**src/hdl/cmpc_pkg.sv**
```systemverilog
// Purpose: shared constants for the comparator control logic
// Assumes: word accesses only, byte addresses on the register port
// Notes: bit positions are plain ints, masks and reset values are 32-bit
package cmpc_pkg;
    localparam int ADDR_W = 3;
    localparam logic [ADDR_W-1:0] OFF_CS1 = 3'h0;
    localparam logic [ADDR_W-1:0] OFF_CS2 = 3'h4;

    localparam logic [31:0] RST_CS1 = 32'h00000080;
    localparam logic [31:0] RST_CS2 = 32'h00010001;
    // reserved bits of the first register that read as one
    localparam logic [31:0] CS1_ONES = 32'h00000080;
    // plain read/write bits, lock and value bits excluded
    localparam logic [31:0] CS1_WR = 32'h3ff53f75;
    localparam logic [31:0] CS2_WR = 32'h00030003;
    localparam logic [31:0] CTL1_RST = RST_CS1 & CS1_WR;
    localparam logic [31:0] CTL2_RST = RST_CS2 & CS2_WR;
    localparam logic [31:0] MASK_HI = 32'hffff0000;
    localparam logic [31:0] MASK_LO = 32'h0000ffff;

    // first control/status register, second comparator half
    localparam int B_LOCK2 = 31;
    localparam int B_VAL2 = 30;
    localparam int B_HYST2 = 28;
    localparam int B_POL2 = 27;
    localparam int B_TAG2 = 24;
    localparam int B_WIN = 23;
    localparam int B_NEG2 = 20;
    localparam int B_SPD2 = 18;
    localparam int B_EN2 = 16;
    // first control/status register, first comparator half
    localparam int B_LOCK1 = 15;
    localparam int B_VAL1 = 14;
    localparam int B_HYST1 = 12;
    localparam int B_POL1 = 11;
    localparam int B_TAG1 = 8;
    localparam int B_NEG1 = 4;
    localparam int B_SPD1 = 2;
    localparam int B_EN1 = 0;
    // second control/status register
    localparam int B_POS2 = 16;
    localparam int B_POS1 = 0;

    localparam logic [1:0] REMAP_A = 2'h0;
    localparam logic [1:0] REMAP_B = 2'h1;
    localparam logic [1:0] REMAP_C = 2'h2;

    typedef enum logic [2:0] {
        TGT_NONE = 3'b000,
        TGT_T1_BRK = 3'b001,
        TGT_T1_CAP1 = 3'b010,
        TGT_T1_CLR = 3'b011,
        TGT_T2_CAP4 = 3'b100,
        TGT_T2_CLR = 3'b101,
        TGT_T3_CAP1 = 3'b110,
        TGT_T3_CLR = 3'b111
    } cmpc_target_t;
endpackage

```
**src/hdl/cmpc_top.sv**
```systemverilog
// Purpose: register bank and digital control around two comparators
// Assumes: one peripheral clock, system reset only, word accesses
// Notes: raw comparator decisions are synchronised before any use
`timescale 1ns/1ns
module cmpc_top (
    input wire logic clk,
    input wire logic resetn,
    input wire logic regWrite,
    input wire logic regRead,
    input wire logic [cmpc_pkg::ADDR_W-1:0] regAddr,
    input wire logic [31:0] regWdata,
    output logic [31:0] regRdata,
    input wire logic [1:0] rawCmp,
    input wire logic [1:0] remapCode,
    output logic [1:0] cmpEnable,
    output logic [1:0] hyst1,
    output logic [1:0] hyst2,
    output logic speed1,
    output logic speed2,
    output logic [2:0] negSel1,
    output logic [2:0] negSel2,
    output logic [1:0] posSel1,
    output logic [1:0] posSel2,
    output logic windowMode,
    output logic externalInterruptLine19,
    output logic externalInterruptLine20,
    output logic [5:0] pinOut,
    output logic [5:0] pinOe,
    output logic tmr1Brk,
    output logic tmr1Cap1,
    output logic tmr1Clr,
    output logic tmr2Cap4,
    output logic tmr2Clr,
    output logic tmr3Cap1,
    output logic tmr3Clr
);
    import cmpc_pkg::*;

    logic [31:0] ctl1;
    logic [31:0] ctl2;
    logic lock1;
    logic lock2;
    logic [1:0] syncCmp;
    logic value1;
    logic value2;
    logic wrCs1;
    logic wrCs2;
    logic [31:0] openMask;
    logic [31:0] cs1View;
    logic [31:0] cs2View;
    logic [7:1] timerIn;

    function automatic logic [31:0] mergeBits(input logic [31:0] old, input logic [31:0] wd,
                                              input logic [31:0] m);
        return (old & ~m) | (wd & m);
    endfunction

    assign wrCs1 = regWrite && (regAddr == OFF_CS1);
    assign wrCs2 = regWrite && (regAddr == OFF_CS2);
    // halves still open for writing
    assign openMask = (lock2 ? 32'h00000000 : MASK_HI) | (lock1 ? 32'h00000000 : MASK_LO);

    // control words; a locked half simply keeps its value
    always_ff @(posedge clk or negedge resetn) begin
        if (!resetn) begin
            ctl1 <= CTL1_RST;
        end else if (wrCs1) begin
            ctl1 <= mergeBits(ctl1, regWdata, CS1_WR & openMask);
        end
    end

    always_ff @(posedge clk or negedge resetn) begin
        if (!resetn) begin
            ctl2 <= CTL2_RST;
        end else if (wrCs2) begin
            ctl2 <= mergeBits(ctl2, regWdata, CS2_WR & openMask);
        end
    end

    // lock bits only ever set; reset is the only way out
    always_ff @(posedge clk or negedge resetn) begin
        if (!resetn) begin
            lock1 <= 1'b0;
            lock2 <= 1'b0;
        end else if (wrCs1) begin
            lock1 <= lock1 | regWdata[B_LOCK1];
            lock2 <= lock2 | regWdata[B_LOCK2];
        end
    end

    cmpc_sync uSync (
        .clk(clk),
        .resetn(resetn),
        .rawIn(rawCmp),
        .syncOut(syncCmp)
    );

    // disabled comparator reports zero
    assign value1 = ctl1[B_EN1] & (syncCmp[0] ^ ctl1[B_POL1]);
    assign value2 = ctl1[B_EN2] & (syncCmp[1] ^ ctl1[B_POL2]);

    // no clock gating here, so events keep flowing while the core sleeps
    assign externalInterruptLine19 = value1;
    assign externalInterruptLine20 = value2;

    // analog controls straight from the control flops
    assign cmpEnable = {ctl1[B_EN2], ctl1[B_EN1]};
    assign hyst1 = ctl1[B_HYST1 +: 2];
    assign hyst2 = ctl1[B_HYST2 +: 2];
    assign speed1 = ctl1[B_SPD1];
    assign speed2 = ctl1[B_SPD2];
    assign negSel1 = ctl1[B_NEG1 +: 3];
    assign negSel2 = ctl1[B_NEG2 +: 3];
    assign windowMode = ctl1[B_WIN];
    assign posSel1 = ctl2[B_POS1 +: 2];
    // window mode ties the second positive input to the first
    assign posSel2 = ctl1[B_WIN] ? ctl2[B_POS1 +: 2] : ctl2[B_POS2 +: 2];

    cmpc_route uRoute (
        .clk(clk),
        .resetn(resetn),
        .value1(value1),
        .value2(value2),
        .tag1(cmpc_target_t'(ctl1[B_TAG1 +: 3])),
        .tag2(cmpc_target_t'(ctl1[B_TAG2 +: 3])),
        .remapCode(remapCode),
        .pinOut(pinOut),
        .pinOe(pinOe),
        .timerIn(timerIn)
    );

    assign tmr1Brk = timerIn[TGT_T1_BRK];
    assign tmr1Cap1 = timerIn[TGT_T1_CAP1];
    assign tmr1Clr = timerIn[TGT_T1_CLR];
    assign tmr2Cap4 = timerIn[TGT_T2_CAP4];
    assign tmr2Clr = timerIn[TGT_T2_CLR];
    assign tmr3Cap1 = timerIn[TGT_T3_CAP1];
    assign tmr3Clr = timerIn[TGT_T3_CLR];

    // read views: live lock and value bits merged with stored control
    always_comb begin
        cs1View = ctl1 | CS1_ONES;
        cs1View[B_LOCK1] = lock1;
        cs1View[B_LOCK2] = lock2;
        cs1View[B_VAL1] = value1;
        cs1View[B_VAL2] = value2;
        cs2View = ctl2;
    end

    // read data registered; unmapped addresses read zero
    always_ff @(posedge clk or negedge resetn) begin
        if (!resetn) begin
            regRdata <= 32'h00000000;
        end else if (regRead) begin
            case (regAddr)
                OFF_CS1: regRdata <= cs1View;
                OFF_CS2: regRdata <= cs2View;
                default: regRdata <= 32'h00000000;
            endcase
        end
    end
endmodule

```
**src/hdl/cmpc_sync.sv**
```systemverilog
// Purpose: two-stage synchroniser for the raw comparator outputs
// Assumes: inputs are asynchronous analog decisions
// Notes: first stage feeds only the second
`timescale 1ns/1ns
module cmpc_sync (
    input wire logic clk,
    input wire logic resetn,
    input wire logic [1:0] rawIn,
    output logic [1:0] syncOut
);
    logic [1:0] stageA;

    always_ff @(posedge clk or negedge resetn) begin
        if (!resetn) begin
            stageA <= 2'h0;
            syncOut <= 2'h0;
        end else begin
            stageA <= rawIn;
            syncOut <= stageA;
        end
    end
endmodule

```
**src/hdl/cmpc_route.sv**
```systemverilog
// Purpose: routes comparator results to port pins and timer inputs
// Assumes: remap code comes from the pin remap register outside
// Notes: all outputs are registered, one cycle behind the values or the remap code
`timescale 1ns/1ns
module cmpc_route (
    input wire logic clk,
    input wire logic resetn,
    input wire logic value1,
    input wire logic value2,
    input wire cmpc_pkg::cmpc_target_t tag1,
    input wire cmpc_pkg::cmpc_target_t tag2,
    input wire logic [1:0] remapCode,
    output logic [5:0] pinOut,
    output logic [5:0] pinOe,
    output logic [7:1] timerIn
);
    import cmpc_pkg::*;

    function automatic logic [7:0] decodeTarget(input cmpc_target_t t, input logic v);
        logic [7:0] r;
        r = 8'h00;
        r[t] = v;
        return r;
    endfunction

    logic [7:0] hit1;
    logic [7:0] hit2;
    assign hit1 = decodeTarget(tag1, value1);
    assign hit2 = decodeTarget(tag2, value2);

    // pin order: pa0 pa2 pa6 pa7 pa11 pa12
    always_ff @(posedge clk or negedge resetn) begin
        if (!resetn) begin
            pinOut <= 6'h00;
            pinOe <= 6'h00;
        end else begin
            pinOut <= {value2, value1, value2, value1, value2, value1};
            case (remapCode)
                REMAP_A: pinOe <= 6'h03;
                REMAP_B: pinOe <= 6'h0c;
                REMAP_C: pinOe <= 6'h30;
                default: pinOe <= 6'h00;
            endcase
        end
    end

    always_ff @(posedge clk or negedge resetn) begin
        if (!resetn) begin
            timerIn <= 7'h00;
        end else begin
            timerIn <= hit1[7:1] | hit2[7:1];
        end
    end
endmodule

```
**config.mk**
```make
export PLATFORM = sky130hd
export DESIGN_NAME = cmpc_top
export DESIGN_NICKNAME = d
export VERILOG_FILES = /design/src/hdl/cmpc_pkg.sv /design/src/hdl/cmpc_top.sv /design/src/hdl/cmpc_sync.sv /design/src/hdl/cmpc_route.sv
export SDC_FILE = /design/constraint.sdc
export NUM_CORES = 1
export LEC_CHECK = 0
export BUFFER_PORTS_ARGS = -buffer_cell sky130_fd_sc_hd__clkbuf_2
export CAP_MARGIN = 20
export CORE_AREA = 3 3 84 86
export DETAILED_ROUTE_END_ITERATION = 16
export DIE_AREA = 0 0 87 89
export PLACE_DENSITY = 0.8
export SYNTH_ARGS = -nofsm -noshare
export SYNTH_HDL_FRONTEND = slang
export SYNTH_SLANG_ARGS = --single-unit
```
**constraint.sdc**
```tcl
create_clock -name clk -period 1.47 [get_ports clk]
set_clock_uncertainty 0.1 [all_clocks]
set_input_delay 0.0735 -clock clk [delete_from_list [all_inputs] [get_ports clk]]
set_output_delay 0.0735 -clock clk [all_outputs]
set_load 0.02 [all_outputs]
```
==> results.cfg <==
[clock_tree]
clk_path_buf_depth = 2
htreeDepth = 3
clkSinkCount = 75
root_buffer = clkbuf_8
clk_pin_slew_worst_paths_ps = 80
clkLatencyLatePin_ps = 340
cts_buffers = 9
tritoncts = yes

[global_route]
antenna_found_initial = 0
overflow = 0
grt_max_degree = 35
grt_pass1_vias = 2345
grt_pass1_wl_mm = 11.45
grtUsageTotal_pct = 19.43

[synth]
synth_top_family_by_area = multiplexers
muxShareOfSynthArea_pct = 12.25
yosys.area_share.simple_pct = 8.739
synth_area_um2 = 3136
synth_compound_area_share_pct = 6.983
syn_inst = 263
synth_flop_cell = dfrtp_1
synth_xor_area_share_pct = 0.5587
ys_seq_area_share_pct = 59.94
synthArstFlopShare_pct = 100.0
synth.distinct_cells = 30
synth_edf_count = 0
ys_warn_count = 0
synth-seq-cells = 75
avgSynthCellArea_um2 = 11.92
yosys.area_share.adder_pct = 0

[drt]
drtPass1Iterations = 4
drtIter0Drc = 91
postRouteAntennaNets = 0
wirelength_mm = 7.374
wl_per_cell_um = 15.27
drt-vias-per-instance = 4.789
via_count = 2313
drc = 0

[layout]
fin_util_pct = 67.82
final_common_cell = clkbuf_2
final_nets = 444
seqCellArea_um2 = 1879
fillers = 485
final_layout_size_suffix_gt1_share_pct = 44.58
multi_input_area_um2 = 977.2
area_growth_pct = 37.35
antenna_cells = 0
final_cell_mix = clkbuf_2, dfrtp_1, dlygate4sd3_1

[placed_design]
routabilityCongestion = 0.7545
dp_slack_ps = -144.5
port_buffers = 107
dp_hpwl_mm = 4.912

[critical_path]
critPathRequiredTime_ps = 1300
worst_setup_path_start_kind = flop
critical_path_class = flop to output port
critical_path_arrival_ps = 1280
critPathMaxFanout = 3
end_kind = output port

[worst_hold_path]
hold_class = input port to flop

[timing]
final.min_clock_period_ps = 1450
whs_ps = 74.11
hold_viol_final = 0
setup_viol = 0
rsz0062_at_grt = true
slew_violations = 0
max_freq_ghz = 0.6897
setup_slack_ps = 20.13
final.period_utilization_pct = 98.63

[floorplanning]
die_y_um = 89
num_rows = 29
num_io_pins = 115
die_w_um = 87
die-area_um2 = 7743
core_area_um2 = 6350
initial_utilization_pct = 49.38

[power_and_ir_drop]
leakage_nw = 2.132
vdd_drop_max_mv = 0.8824
cellPowerDensity_nw_per_um2 = 1453
power_mw = 6.259

[flow_run]
drv_cap = 0

[run_status]
status = finished clean
-- metal layers --
layer / track usage (%) / vias up / part of all wire [%]
met5: 0 / - / 0
met3: 5.069 / 10 / 5.2
met1: 24.64 / 1125 / 42
met4: 5.807 / 0 / 1.6
met2: 32.92 / 71 / 51
li1: - / 1107 / -
-- synth_stat cells, types with 3 or more instances --
| master | count | area, µm² |
|---|---|---|
| nand2b_1 | 4 | 25.02 |
| inv_1 | 32 | 120.1 |
| nand3b_1 | 3 | 22.52 |
| mux2_2 | 17 | 191.4 |
| nor2_1 | 4 | 15.01 |
| mux2_4 | 10 | 150.1 |
| o21ai_1 | 4 | 20.02 |
| o22ai_1 | 9 | 56.30 |
| buf_4 | 23 | 172.7 |
| clkbuf_1 | 6 | 22.52 |
| nand2_1 | 28 | 105.1 |
| dfrtp_1 | 73 | 1827 |
| o21ai_0 | 22 | 110.1 |
-- what timing repair did --
item | 4_1_cts | 5_1_grt
buffers inserted | 5 | 1
endpoints found under the setup margin | 3 | 5
endpoints found under the hold margin | 109 | 0
gates resized for setup | 5 | 13
pin swaps | 2 | 2
hold buffers | 33 | 0
-- through the flow --
| stage | setup TNS, ps | cell area [µm²] | cells |
|---|---|---|---|
| floorplan | -1014 | 3177 | 264 |
| global placement | -2007 | 3706 | 428 |
| detailed placement | -2367 | 3706 | 428 |
| CTS | 0 | 4269 | 482 |
| global route | -66.28 | 4307 | 483 |
| finish | 0 | 4307 | 483 |
-- cells by family after synthesis --
kind of cell | Yosys count
DFF | 75
buffers and inverters | 64
and+or+nand+nor | 51
AOI/OAI and AO/OA | 39
muxes | 31
xor gates and xnor gates | 2
other | 1
-- critical path: stages, from the launching register on --
cell and delay, ps:
dfrtp_1 420, xor2_2 210, nand2_1 110, inv_2 90
buf_6 110
-- power by group --
part,switching [mW],internal (mW),total (mW)
logic,1.03,0.959,1.99
registers,0.400,2.48,2.88
clock network,0.747,0.651,1.40
-- final cells by class --
type / instances / share of cell area [%]
Clock buffer: 11 / 3.283
Tap cell: 77 / 2.237
Clock inverter: 5 / 0.6973
Sequential cell: 75 / 43.64
Timing Repair Buffer: 158 / 24.67
Inverter: 32 / 2.789
Multi-Input combinational cell: 125 / 22.69
-- worst paths after layout --
check                            startpoint                      end  slack [ps]  cells past startpoint
setup / recovery                       flop  externalInterruptLine20          20                      4
hold / removal                      regRead             regRdata[28]          70                      3
setup reg to reg           uSync.syncOut[0]        uRoute.timerIn[4]         100                      4
hold reg to reg             uSync.stageA[0]         uSync.syncOut[0]         250                      0
max in group asynchronous            resetn                async pin         600                      3
min in group asynchronous            resetn                async pin         130                      2
(Power assumes the default switching activity.)
